**config.mk**
```make
export PLATFORM = sky130hd
export DESIGN_NAME = pirf_flags
export DESIGN_NICKNAME = d
export VERILOG_FILES = /design/src/pirf_sync2.v /design/src/pirf_sticky_bit.v /design/src/pirf_flags.v
export VERILOG_INCLUDE_DIRS = /design/src
export SDC_FILE = /design/constraint.sdc
export NUM_CORES = 1
export LEC_CHECK = 0
export BUFFER_PORTS_ARGS = -buffer_cell sky130_fd_sc_hd__buf_2
export CAP_MARGIN = 30
export CORE_MARGIN = 2
export CORE_UTILIZATION = 50
export DETAILED_ROUTE_END_ITERATION = 10
export PLACE_DENSITY = 0.83
export SLEW_MARGIN = 20
export SYNTH_ARGS = -nofsm -noshare
export SYNTH_HDL_FRONTEND = slang
export SYNTH_SLANG_ARGS = --single-unit
```
**constraint.sdc**
```tcl
create_clock -name clk -period 2.2 [get_ports clk]
set_input_delay 0.22 -clock clk [delete_from_list [all_inputs] [get_ports clk]]
set_output_delay 0.22 -clock clk [all_outputs]
set_load 0.05 [all_outputs]
```
**src/pirf_consts.vh**
```
// Register map, field positions and reset values of the peripheral flag block
`ifndef PIRF_CONSTS_VH
`define PIRF_CONSTS_VH
`define PIRF_ADDR_W 4
`define PIRF_OFS_FLAGS 4'h0
`define PIRF_OFS_MASK 4'h1
`define PIRF_OFS_CTRL 4'h2
`define PIRF_OFS_SRC 4'h3
`define PIRF_BIT_TIMER_A 0
`define PIRF_BIT_TIMER_B 1
`define PIRF_BIT_CAPCMP 2
`define PIRF_BIT_SYNC 3
`define PIRF_BIT_TX 4
`define PIRF_BIT_RX 5
`define PIRF_BIT_CONV 6
`define PIRF_BIT_PAR 7
`define PIRF_STICKY_MASK 8'h4F
`define PIRF_RST_FLAGS 8'h00
`define PIRF_RST_MASK 8'h00
`define PIRF_RST_CTRL 8'h00
`define PIRF_CCMODE_CAPTURE 2'h0
`define PIRF_CCMODE_COMPARE 2'h1
`define PIRF_CCMODE_PWM 2'h2
`define PIRF_CTRL_MODE_LSB 0
`define PIRF_CTRL_MODE_MSB 1
`endif

```
**src/pirf_sync2.v**
```verilog
// Two-stage synchroniser for one asynchronous level
`timescale 1ns/1ns
module pirf_sync2 (
   // Clock and reset
   input wire clk,
   input wire reset_n,
   // Level in and out
   input wire d,
   output reg q
);
   reg meta;

   // First stage feeds only the second
   always @(posedge clk or negedge reset_n) begin
      if (!reset_n) begin
         meta <= 1'b0;
         q <= 1'b0;
      end else begin
         meta <= d;
         q <= meta;
      end
   end
endmodule

```
**src/pirf_sticky_bit.v**
```verilog
// One sticky flag: hardware set, software write-zero clear, set wins
`timescale 1ns/1ns
module pirf_sticky_bit (
   // Clock and reset
   input wire clk,
   input wire reset_n,
   // Set and clear requests
   input wire set,
   input wire clr,
   // Flag state
   output reg flag
);
   // Set beats a coincident clear so no event is lost
   always @(posedge clk or negedge reset_n) begin
      if (!reset_n) begin
         flag <= 1'b0;
      end else if (set) begin
         flag <= 1'b1;
      end else if (clr) begin
         flag <= 1'b0;
      end
   end
endmodule

```
**src/pirf_flags.v**
```verilog
// Peripheral interrupt flag register 1 with mask, mode control and level interrupt
`timescale 1ns/1ns
`include "pirf_consts.vh"
module pirf_flags (
   // Clock and reset
   input wire clk,
   input wire reset_n,
   // Register port
   input wire [3:0] addr,
   input wire [7:0] wdata,
   input wire wr,
   input wire rd,
   output reg [7:0] rdata,
   // Event strobes from peripherals, same clock
   input wire conv_done,
   input wire sync_done,
   input wire capture_event,
   input wire compare_match,
   input wire timer_b_match,
   input wire timer_a_overflow,
   // Holding buffer levels, from pins of other logic domains
   input wire rx_buf_full_pin,
   input wire tx_buf_empty_pin,
   // Interrupt output
   output reg irq
);
   wire rx_full;
   wire tx_empty;
   wire [7:0] sticky;
   wire [7:0] hw_set;
   wire flag_wr;
   wire [1:0] cc_mode;
   reg [7:0] mask;
   reg [7:0] ctrl;
   reg serial_rx_flag;
   reg serial_tx_flag;
   reg [7:0] peripheral_irq_flags_1;
   reg [7:0] next_rdata;
   // Per-flag sticky state
   wire conv_done_flag;
   wire sync_serial_flag;
   wire capcmp_flag;
   wire timer_b_match_flag;
   wire timer_a_overflow_flag;
   // Per-flag clear requests
   wire conv_clr;
   wire sync_clr;
   wire capcmp_clr;
   wire timer_b_clr;
   wire timer_a_clr;
   // Capture/compare qualified events
   wire capture_hit;
   wire compare_hit;
   // Masked pending view
   wire [7:0] pending;
   wire next_irq;

   // Buffer levels cross in through two flops each
   pirf_sync2 u_rx_sync (
      .clk(clk),
      .reset_n(reset_n),
      .d(rx_buf_full_pin),
      .q(rx_full)
   );
   pirf_sync2 u_tx_sync (
      .clk(clk),
      .reset_n(reset_n),
      .d(tx_buf_empty_pin),
      .q(tx_empty)
   );

   assign flag_wr = wr && (addr == `PIRF_OFS_FLAGS);
   assign cc_mode = ctrl[`PIRF_CTRL_MODE_MSB:`PIRF_CTRL_MODE_LSB];

   // Set sources; no enable gates them so software may poll
   assign hw_set[`PIRF_BIT_CONV] = conv_done;
   assign hw_set[`PIRF_BIT_SYNC] = sync_done;
   assign capture_hit = capture_event && (cc_mode == `PIRF_CCMODE_CAPTURE);
   assign compare_hit = compare_match && (cc_mode == `PIRF_CCMODE_COMPARE);
   // Pulse-width and spare modes match neither term, so the flag rests
   assign hw_set[`PIRF_BIT_CAPCMP] = capture_hit || compare_hit;
   assign hw_set[`PIRF_BIT_TIMER_B] = timer_b_match;
   assign hw_set[`PIRF_BIT_TIMER_A] = timer_a_overflow;
   assign hw_set[`PIRF_BIT_TX] = 1'b0;
   assign hw_set[`PIRF_BIT_RX] = 1'b0;
   assign hw_set[`PIRF_BIT_PAR] = 1'b0;

   // A written zero clears; a written one leaves the flag alone
   assign conv_clr = flag_wr && !wdata[`PIRF_BIT_CONV];
   assign sync_clr = flag_wr && !wdata[`PIRF_BIT_SYNC];
   assign capcmp_clr = flag_wr && !wdata[`PIRF_BIT_CAPCMP];
   assign timer_b_clr = flag_wr && !wdata[`PIRF_BIT_TIMER_B];
   assign timer_a_clr = flag_wr && !wdata[`PIRF_BIT_TIMER_A];

   // Conversion-done cell
   pirf_sticky_bit u_conv_bit (
      .clk(clk),
      .reset_n(reset_n),
      .set(hw_set[`PIRF_BIT_CONV]),
      .clr(conv_clr),
      .flag(conv_done_flag)
   );

   // Synchronous serial completion cell
   pirf_sticky_bit u_sync_bit (
      .clk(clk),
      .reset_n(reset_n),
      .set(hw_set[`PIRF_BIT_SYNC]),
      .clr(sync_clr),
      .flag(sync_serial_flag)
   );

   // Capture/compare cell; mode gating happens at its set input
   pirf_sticky_bit u_capcmp_bit (
      .clk(clk),
      .reset_n(reset_n),
      .set(hw_set[`PIRF_BIT_CAPCMP]),
      .clr(capcmp_clr),
      .flag(capcmp_flag)
   );

   // Timer B period match cell
   pirf_sticky_bit u_timer_b_bit (
      .clk(clk),
      .reset_n(reset_n),
      .set(hw_set[`PIRF_BIT_TIMER_B]),
      .clr(timer_b_clr),
      .flag(timer_b_match_flag)
   );

   // Timer A overflow cell
   pirf_sticky_bit u_timer_a_bit (
      .clk(clk),
      .reset_n(reset_n),
      .set(hw_set[`PIRF_BIT_TIMER_A]),
      .clr(timer_a_clr),
      .flag(timer_a_overflow_flag)
   );

   // Sticky lanes gathered; buffer lanes and the top bit are zero here
   assign sticky = {1'b0, conv_done_flag, 2'b00, sync_serial_flag, capcmp_flag,
      timer_b_match_flag, timer_a_overflow_flag};

   // Buffer-state flags follow the level; software cannot write them
   always @(posedge clk or negedge reset_n) begin
      if (!reset_n) begin
         serial_rx_flag <= 1'b0;
         serial_tx_flag <= 1'b0;
      end else begin
         serial_rx_flag <= rx_full;
         serial_tx_flag <= tx_empty;
      end
   end

   // Assembled flag view
   always @* begin
      peripheral_irq_flags_1 = sticky;
      peripheral_irq_flags_1[`PIRF_BIT_RX] = serial_rx_flag;
      peripheral_irq_flags_1[`PIRF_BIT_TX] = serial_tx_flag;
   end

   // Mask and mode registers
   always @(posedge clk or negedge reset_n) begin
      if (!reset_n) begin
         mask <= `PIRF_RST_MASK;
         ctrl <= `PIRF_RST_CTRL;
      end else if (wr) begin
         if (addr == `PIRF_OFS_MASK) begin
            mask <= wdata;
         end
         if (addr == `PIRF_OFS_CTRL) begin
            ctrl <= {6'h00, wdata[1:0]};
         end
      end
   end

   // Masked view shared by the source read and the interrupt line
   assign pending = peripheral_irq_flags_1 & mask;
   assign next_irq = |pending;

   // Read mux; unmapped addresses read zero
   always @* begin
      next_rdata = 8'h00;
      if (rd) begin
         case (addr)
            `PIRF_OFS_FLAGS: next_rdata = peripheral_irq_flags_1;
            `PIRF_OFS_MASK: next_rdata = mask;
            `PIRF_OFS_CTRL: next_rdata = ctrl;
            `PIRF_OFS_SRC: next_rdata = pending;
            default: next_rdata = 8'h00;
         endcase
      end
   end

   // Registered outputs; mask gates the line and the source read, never the flags
   always @(posedge clk or negedge reset_n) begin
      if (!reset_n) begin
         rdata <= 8'h00;
         irq <= 1'b0;
      end else begin
         rdata <= next_rdata;
         irq <= next_irq;
      end
   end
endmodule

```
==> flow_summary.yaml, run 1 <==
setup_path:
  rr_endpoint: "irq$_DFF_PN0_"
  path_buf_inv: 1
  end_kind: "primary output"
  cp_cell_sequence: "buf_2"
  crit_slowest_cell: "dfrtp_1"
  crit_fanout: 1
  cp.arrival_ps: 910
  crit_path_max_incr_delay_ps: 330
  crit_start: "rdata[2]$_DFF_PN0_"
  r2r_setup_slack_ps: 1160
  reg2reg_from: "serial_tx_flag$_DFF_PN0_"
  crit_family: "flip-flops"
  critPathKind: "flop to primary output"
  required_ps: 1980
  start_kind: "flop"
  rr_worst_depth: 2
  crit_cells: 1
cts:
  cts_buffers: 5
  cts_root_buf: "clkbuf_4"
  htree_levels: 2
  clk_transition_reported_paths_ps: 100
  cts.sinks: 30
  cts_resized: 0
  clockBufferDepth: 2
  postCtsHoldBufs: 3
  post_cts_buffers: 0
  tritoncts: "done"
  clk_latency_ps: 330
yosys:
  synthArstFlopShare_pct: 100
  synth_area_per_cell_um2: 12.4
  synth_top_area_cell: "dfrtp_1"
  synth_simple_gate_area_share_pct: 12.7
  synth_xor_xnor_area_share_pct: 0
  synth.mux.area_fraction_pct: 10.2
  syn-num-nets: 121
  synthAdderAreaFrac_pct: 0
  yosysWarnings: 0
  synthTopCellsByArea: "dfrtp_1 (63%), mux2_2 (9.4%), a21oi_1 (3.8%)"
  synth-seq-cells: 30
  synth_compound_area_share_pct: 12.4
  synth_flop_cell: "dfrtp_1"
  ys_types: 24
  synth_top_family_by_area: "simple AND/OR/NAND/NOR gates"
  synth-edff-count: 0
  syn_area_um2: 1200
  yosysTopAreaCellShare_pct: 62.6
  ys_seq_area_share_pct: 62.6
  syn_inst: 97
status:
  outcome: "finished clean"
routing:
  postRouteAntennaNets: 0
  vias: 877
  drt_pass1_iterations: 6
  first_iter_violations: 21
  routedWlPerCell_um: 13.7
  wl_mm: 2.28
  drc: 0
  vias_per_cell: 5.25
grt:
  grt_max_degree: 31
  track_usage_pct: 20.2
  grt_antenna_before_repair: 0
  grt.overflow.total: 0
  grt_pass1_wl_mm: 3.86
  first_global_vias: 877
finish:
  finish.instance_area_um2: 1480
  drive_gt1_share_pct: 40.3
  area_delta_synth_final_pct: 22.9
  diodes: 0
  nFillCells: 171
  fin_nets: 162
  final_util_pct: 66.1
place:
  io_buffers: 32
  pre_cts_ws_ps: 904
  post-dp-hpwl_mm: 1.67
  routabilityCongestion: 0.885
  dpl_cell_area_um2: 1380
timing:
  fmax_ghz: 0.884
  period_minus_slack_ps: 1130
  setup_ws_ps: 1070
  finalHoldViolCount: 0
  clock_skew_ps: 7.83
  max_slew.worst_pin.slew_ps: 645
  final-setup-viol-count: 0
  slew_viol_final: 0
  fin_setup_tns_ps: 0
  finalCritPeriodShare_pct: 51.4
  slew_headroom_pct: 57.0
  rsz0062_at_grt: "false"
hold_path:
  min-delay-start: "wdata[2]"
  worst_hold_path.endpoint: "u_capcmp_bit.flag$_DFFE_PN0P_"
  worstHoldPathCells: 3
  worstHoldPathType: "input port to flop"
floorplan:
  ios: 33
  core.rowCount: 17
  dieWidth_um: 53.0
  dieArea_um2: 2810
  fp.dieH_um: 53.0
  initial_core_util_pct: 53.7
  core_um2: 2230
pwr:
  p_per_area_nw_per_um2: 792
  power_leakage_uw: 0.000697
  worst_ir_drop_vdd_mv: 0.616
flow_run:
  max-cap-violations: 0
## placed cells by master, fill, tap and decap left out, types with 2 or more instances in the layout
| master | n |
|---|---|
| o21ai_0 | 2 |
| dfrtp_1 | 30 |
| buf_2 | 32 |
| nand2_1 | 9 |
| inv_1 | 3 |
| a22oi_1 | 2 |
| o211ai_1 | 4 |
| a21oi_1 | 9 |
| clkbuf_4 | 5 |
| dlygate4sd3_1 | 3 |
| a211oi_1 | 2 |
| nor2b_1 | 2 |
| nor2_1 | 11 |
| mux2_2 | 10 |
## synthesized netlist by cell type, types with 2 or more instances
cell and number:
nand2_1 9, dfrtp_1 30, mux2_2 10, nor2_1 11, a22oi_1 2, o211ai_1 4
a211oi_1 2, a21oi_1 9, o21ai_0 2, inv_1 3, nor2b_1 2
## layer usage
layer	global-route usage, %	up-vias	wire, µm
met5	0	-	0
met1	24.8	414	1010
met3	9.60	2	140
met4	7.69	0	13
li1	-	427	-
met2	30.6	34	1120
## per-stage QoR
step	hold WS, ps	total power (µW)	instances
6_report	124	1170	167
5_1_grt	95.0	1230	167
4_1_cts	104	1180	167
3_5_place_dp	282	833	156
3_3_place_gp	271	823	156
2_1_floorplan	-75.6	763	97
## final cells by class
class	count	area, µm²	area share (%)
Tap cell	28	35.0	2.37
Timing Repair Buffer	35	190	12.9
Clock buffer	6	51.3	3.48
Clock inverter	2	12.5	0.848
Sequential cell	30	751	50.9
Inverter	3	11.3	0.763
Multi-Input combinational cell	63	424	28.8
## worst max-delay path by stage
stage                                         end
CTS                                      rdata[2]
detailed placement            mask[6]$_DFFE_PN0P_
global placement              mask[6]$_DFFE_PN0P_
global route                                  irq
floorplan           u_capcmp_bit.flag$_DFFE_PN0P_
finish                                   rdata[2]
## kinds of logic after synthesis
| logic type | Yosys count |
|---|---|
| buf+inv | 4 |
| compound gates | 22 |
| flops | 30 |
| simple gates | 30 |
| mux | 11 |
## where the power goes
group          internal (µW)  switching [µW]
combinational           83.1            92.4
clock                    153             189
sequential               607            43.0
## state kept, by name, indices dropped and copies added (netlist names)
name	count
ctrl	2
irq	1
mask	8
rdata	8
serial_rx_flag	1
serial_tx_flag	1
u_capcmp_bit.flag	1
u_conv_bit.flag	1
u_rx_sync.meta	1
u_rx_sync.q	1
u_sync_bit.flag	1
u_timer_a_bit.flag	1
u_timer_b_bit.flag	1
u_tx_sync.meta	1
u_tx_sync.q	1
(Power assumes the default switching activity.)
==> inputs of run 2 (changes only) <==
--- a/config.mk
+++ b/config.mk
@@ -6,12 +6,13 @@
 export SDC_FILE = /design/constraint.sdc
 export NUM_CORES = 1
 export LEC_CHECK = 0
+export ABC_AREA = 1
 export BUFFER_PORTS_ARGS = -buffer_cell sky130_fd_sc_hd__buf_2
 export CAP_MARGIN = 30
 export CORE_MARGIN = 2
-export CORE_UTILIZATION = 50
+export CORE_UTILIZATION = 46
 export DETAILED_ROUTE_END_ITERATION = 10
-export PLACE_DENSITY = 0.83
+export PLACE_DENSITY = 0.79
 export SLEW_MARGIN = 20
 export SYNTH_ARGS = -nofsm -noshare
 export SYNTH_HDL_FRONTEND = slang
==> constraint.sdc (replaced) <==
create_clock -name clk -period 1 [get_ports clk]
set_input_delay 0.1 -clock clk [delete_from_list [all_inputs] [get_ports clk]]
set_output_delay 0.1 -clock clk [all_outputs]
set_load 0.05 [all_outputs]
==> run 2 against run 1 <==
Net effect:
- register-to-register slack lost 1100 ps
- utilization up 0.19 points
- clock power increased by 120%
- total power rose by 130%
- die area is 20% higher
- sequential share of layout area fell by 9.8 points
- worst hold slack worse by 110 ps
- cell area is 24% higher
- first-iteration DRC count rose by 29%
- final cell count is 46% higher
- critical endpoint is now rdata[1]
- largest cell class unchanged
- largest power group unchanged
==> flow_summary.yaml, run 2 <==
finish:
  reg_top3: "mask x8, rdata x8, ctrl x2"
  final_cell_mix: "nand2_1 (43), dfrtp_1 (30), nand3_1 (24), buf_2 (23), inv_1 (16)"
  ff_latch_area_um2: 751
  area_delta_synth_final_pct: 36.2
  layout_commonest_cell: "nand2_1"
  fin_nets: 235
  final_util_pct: 66.2
  multi_input_area_um2: 508
  drive_gt1_share_pct: 25.0
  diodes: 0
  nFillCells: 231
floorplan:
  dieWidth_um: 58
  core.rowCount: 19
  initial_core_util_pct: 48.6
  fp.dieH_um: 58
  ios: 33
  dieArea_um2: 3360
  core_um2: 2760
status:
  outcome: "finished clean"
yosys:
  synth_area_per_cell_um2: 8.71
  syn_area_um2: 1340
  ys_types: 17
  synth_flop_cell: "dfrtp_1"
  yosysMostFrequentCell: "nand2_1"
  syn-num-nets: 178
  synthTopCellsByArea: "dfrtp_1 (56%), nand2_1 (12%), nand3_1 (9.0%)"
  syn_inst: 154
  synth_top_area_cell: "dfrtp_1"
  synthArstFlopShare_pct: 100
  ys_seq_area_share_pct: 56.0
  synth-edff-count: 0
  yosysWarnings: 0
  synth-seq-cells: 30
  ys_top_cells_by_count: "nand2_1 (43), dfrtp_1 (30), nand3_1 (24)"
  yosysTopAreaCellShare_pct: 56.0
routing:
  wl_mm: 2.81
  first_iter_violations: 27
  vias_per_cell: 5.01
  vias: 1218
  postRouteAntennaNets: 0
  drc: 0
  routedWlPerCell_um: 11.6
  drt_pass1_iterations: 4
setup_path:
  critPathKind: "flop to primary output"
  cp.arrival_ps: 870
  required_ps: 900
  crit_family: "flip-flops"
  crit_fanout: 1
  crit_cells: 1
  crit_path_max_incr_delay_ps: 370
  crit_slowest_cell: "dfrtp_1"
  end_kind: "primary output"
  rr_worst_depth: 4
  start_kind: "flop"
  cp_cell_sequence: "buf_4"
  path_buf_inv: 1
  r2r_setup_slack_ps: 90
timing:
  finalHoldViolCount: 0
  fmax_ghz: 1.03
  period_minus_slack_ps: 974
  final-setup-viol-count: 0
  holdWs_ps: 10.5
  max_slew.worst_pin.slew_ps: 359
  setup_ws_ps: 26.0
  finalCritPeriodShare_pct: 97.4
  fin_setup_tns_ps: 0
  rsz0062_at_grt: "false"
  slew_viol_final: 0
  slew_headroom_pct: 76.1
  clock_skew_ps: 7.43
grt:
  track_usage_pct: 19.3
  top_usage_layer: "met2"
  met1_usage_pct: 20.9
  grt_antenna_before_repair: 0
  use_met3_pct: 5.80
  use_met2_pct: 35.4
  first_global_vias: 1193
  grt.overflow.total: 0
  grt_pass1_wl_mm: 4.84
  grt_max_degree: 31
pwr:
  worst_ir_drop_vdd_mv: 1.26
  p_per_area_nw_per_um2: 1480
  power_leakage_uw: 0.000977
place:
  pre_cts_ws_ps: -28.6
  post-dp-hpwl_mm: 2.09
  routabilityCongestion: 0.842
  io_buffers: 32
hold_path:
  worstHoldPathCells: 3
  worstHoldPathType: "input port to flop"
cts:
  htree_levels: 2
  tritoncts: "done"
  clk_latency_ps: 320
  cts_buffers: 5
  clockBufferDepth: 2
  post_cts_buffers: 0
  cts.sinks: 30
  cts_root_buf: "clkbuf_4"
  clk_transition_reported_paths_ps: 100
flow_run:
  max-cap-violations: 0
run 2: per-layer routing:
layer  wire, µm  part of all wire (%)  vias to the layer above
met5          0                     0                        -
met1       1120                    40                      563
met3        182                   6.5                        4
li1           -                     -                      611
met4         29                   1.0                        0
met2       1480                    53                       40
run 2: path summary, 6_finish.rpt:
| kind | endpoint | startpoint |
|---|---|---|
| worst max register to register | u_capcmp_bit.flag$_DFFE_PN0P_ | ctrl[0]$_DFFE_PN0P_ |
| worst max-delay path | rdata[1] | rdata[1]$_DFF_PN0_ |
| min in group asynchronous | rdata[0]$_DFF_PN0_ | reset_n |
| worst min register to register | u_tx_sync.q$_DFF_PN0_ | u_tx_sync.meta$_DFF_PN0_ |
| worst min-delay path | ctrl[1]$_DFFE_PN0P_ | wdata[1] |
| max in group asynchronous | u_conv_bit.flag$_DFFE_PN0P_ | reset_n |
run 2: per-stage QoR:
| stage | power, µW | instances | area (µm²) |
|---|---|---|---|
| after floorplan | 1700 | 154 | 1340 |
| after global placement | 1860 | 221 | 1570 |
| after detailed placement | 1890 | 221 | 1570 |
| after CTS | 2710 | 243 | 1800 |
| after global routing | 2850 | 243 | 1830 |
| final | 2700 | 243 | 1830 |
run 2: kinds of logic (layout without fill, tap and decap cells):
family	Yosys count	after routing	synth area share, %
buffers and inverters	20	78	6.16
AND/OR/NAND/NOR	88	88	31.6
flip-flops	30	30	56.0
AO/OA/AOI/OAI	16	16	6.25
run 2: layout make-up:
type / count / area share (%)
multi-input combinational: 104 / 27.8
tap: 31 / 2.12
clock inverter: 2 / 0.685
clock buffer: 6 / 2.81
sequential: 30 / 41.1
timing repair buffer: 52 / 21.8
inverter: 18 / 3.70
run 2: report_power, final:
group          internal (µW)  total [µW]  switching (µW)
clock                    338         765             428
combinational            218         526             308
sequential              1330        1410            79.1
total                   1890        2700             815
run 2: what timing repair did:
| action | in CTS | in global routing |
|---|---|---|
| hold buffers | 14 | 0 |
| gates resized for setup | 10 | 7 |
| setup endpoints to repair | 9 | 7 |
| hold endpoints to repair | 43 | 0 |
==> inputs of run 3 (changes only) <==
--- a/config.mk
+++ b/config.mk
@@ -6,11 +6,10 @@
 export SDC_FILE = /design/constraint.sdc
 export NUM_CORES = 1
 export LEC_CHECK = 0
-export ABC_AREA = 1
 export BUFFER_PORTS_ARGS = -buffer_cell sky130_fd_sc_hd__buf_2
 export CAP_MARGIN = 30
 export CORE_MARGIN = 2
-export CORE_UTILIZATION = 46
+export CORE_UTILIZATION = 45
 export DETAILED_ROUTE_END_ITERATION = 10
 export PLACE_DENSITY = 0.79
 export SLEW_MARGIN = 20
==> run 3 against run 2 <==
Net effect:
- the flow now finishes with violations (negative setup slack)
- total power fell by 7.7%
- first-iteration DRC count shrank 22%
- setup slack got worse by 54 ps
- sequential power is essentially flat
- maximum frequency is 5.2% lower
- register-to-register slack worse by 120 ps
- clock power fell by 19%
- combinational power down 14%
- clock-buffer cell count fell by 1
- sequential share of layout area grew 5.7 points
- utilization decreased by 2.1 points
- critical path type is now flop to flop
- largest power group unchanged
==> flow_summary.yaml, run 3 (same netlist as run 1, synthesis figures left out) <==
pwr:
  p_per_area_nw_per_um2: 1560
  pwr-share-seq_pct: 57.1
  p_sw_share_pct: 26.8
  worst_ir_drop_vdd_mv: 1.13
  p_int_uw: 1830
  clock_power_share_pct: 24.7
  p_comb_share_pct: 18.1
  switchingPower_uw: 668
  power_leakage_uw: 0.000754
floorplan:
  dieWidth_um: 55.6
  dieArea_um2: 3100
  core_um2: 2500
  fp.dieH_um: 55.6
  core.rowCount: 18
  ios: 33
  initial_core_util_pct: 48.0
finish:
  fin_nets: 172
  reg_top3: "mask x8, rdata x8, ctrl x2"
  finish.instance_area_um2: 1600
  nFillCells: 200
  final_cell_mix: "dfrtp_1 (30), buf_2 (23), nor2_1 (11), buf_4 (11), mux2_2 (10)"
  layout_commonest_cell: "dfrtp_1"
  diodes: 0
  area_delta_synth_final_pct: 33.6
  drive_gt1_share_pct: 43.9
setup_path:
  end_kind: "flop"
  crit_slowest_cell: "dfrtp_1"
  cp.arrival_ps: 1210
  path_buf_inv: 0
  start_kind: "flop"
  crit_path_max_incr_delay_ps: 390
  crit_family: "flip-flops"
  cp_cell_sequence: "a222oi_1, nand3_1"
  required_ps: 1180
  crit_fanout: 2
  critPathKind: "flop to flop"
cts:
  htree_levels: 2
  cts_buffers: 5
  clk_transition_reported_paths_ps: 80
  clk_latency_ps: 320
  clockBufferDepth: 2
  cts_root_buf: "clkbuf_4"
  tritoncts: "done"
  cts.sinks: 30
grt:
  grt_pass1_wl_mm: 3.87
  top_usage_layer: "met2"
  use_met2_pct: 26.7
  grt_antenna_before_repair: 0
  grt_max_degree: 31
  track_usage_pct: 16.3
  met1_usage_pct: 19.1
  use_met3_pct: 4.88
  first_global_vias: 923
  grt.overflow.total: 0
timing:
  finalCritPeriodShare_pct: 103
  setup_ws_ps: -27.8
  fmax_ghz: 0.973
  rsz0062_at_grt: "true"
  slew_viol_final: 0
  slew_headroom_pct: 78.9
  max_slew.worst_pin.slew_ps: 316
  clock_skew_ps: 5.37
  finalHoldViolCount: 0
  final-setup-viol-count: 1
  period_minus_slack_ps: 1030
place:
  dpl_cell_area_um2: 1460
  pre_cts_ws_ps: -104
  post-dp-hpwl_mm: 1.78
  io_buffers: 32
  routabilityCongestion: 0.850
routing:
  vias: 912
  drc: 0
  vias_per_cell: 5.12
  drt_pass1_iterations: 4
  routedWlPerCell_um: 12.9
  wl_mm: 2.29
  postRouteAntennaNets: 0
  first_iter_violations: 21
flow_run:
  max-cap-violations: 0
hold_path:
  worstHoldPathType: "input port to flop"
status:
  violations: "negative setup slack"
  outcome: "finished, violations left"
-- run 3: changes by cell type in the layout (fill, tap and decap cells not counted), moves of 3 or more --
cell	delta
mux2_2	+10
a21oi_1	+9
o211ai_1	+4
buf_4	+4
buf_6	-3
dlygate4sd3_1	-9
o21ai_0	-13
nand3b_1	-5
inv_1	-13
nand2_1	-34
nand3_1	-23
-- run 3: path summary, 6_finish.rpt --
kind / from / endpoint / slack [ps] / cells past startpoint
max: serial_tx_flag$_DFF_PN0_ / irq$_DFF_PN0_ / -30 / 2
min: wdata[7] / mask[7]$_DFFE_PN0P_ / 30 / 2
max reg2reg: serial_tx_flag$_DFF_PN0_ / irq$_DFF_PN0_ / -30 / 2
min reg2reg: u_rx_sync.meta$_DFF_PN0_ / u_rx_sync.q$_DFF_PN0_ / 360 / 0
max in group asynchronous: reset_n / rdata[4]$_DFF_PN0_ / 590 / 3
min in group asynchronous: reset_n / mask[5]$_DFFE_PN0P_ / 250 / 3
-- run 3: per-stage QoR --
stage	power [µW]	utilization (%)	hold WS [ps]	std cells	setup TNS, ps
2_1_floorplan	1680	-	-196	97	0
3_3_place_gp	1840	58.3	56.8	166	-524
3_5_place_dp	1870	58.3	58.1	166	-857
4_1_cts	2520	63.3	16.3	179	-54.1
5_1_grt	2630	64.1	13.2	178	-109
6_report	2490	64.1	25.9	178	-27.8
-- run 3: layout make-up --
type                            count  area [µm²]  area share (%)
Inverter                            3        11.3           0.703
Tap cell                           30        37.5            2.34
Sequential cell                    30         751            46.8
Clock buffer                        5        37.5            2.34
Clock inverter                      2        10.0           0.625
Timing Repair Buffer               45         324            20.2
Multi-Input combinational cell     63         432            26.9
-- run 3: worst register-to-register path, cell delays in order (launching register included) --
cell      delay, ps
dfrtp_1         390
a222oi_1        370
nand3_1         140
-- run 3: timing repair --
item                       CTS  global route
gates resized for setup      8            10
hold endpoints to repair    34             0
hold buffers                 5             0
setup buffers                1             0
pin swaps                    2             4
setup endpoints to repair    8            10
-- run 3: power groups by stage --
stage                     clock network [µW]  logic [µW]  registers (µW)
after floorplan                            0         202            1480
after global placement                     0         403            1440
after detailed placement                   0         422            1440
after CTS                                648         450            1420
after global routing                     699         495            1440
final                                    617         452            1430
-- run 3: routing by layer --
layer	wire length, µm	up-vias
met5	0	-
met4	58	0
met3	112	7
met2	1150	27
met1	968	432
li1	-	446
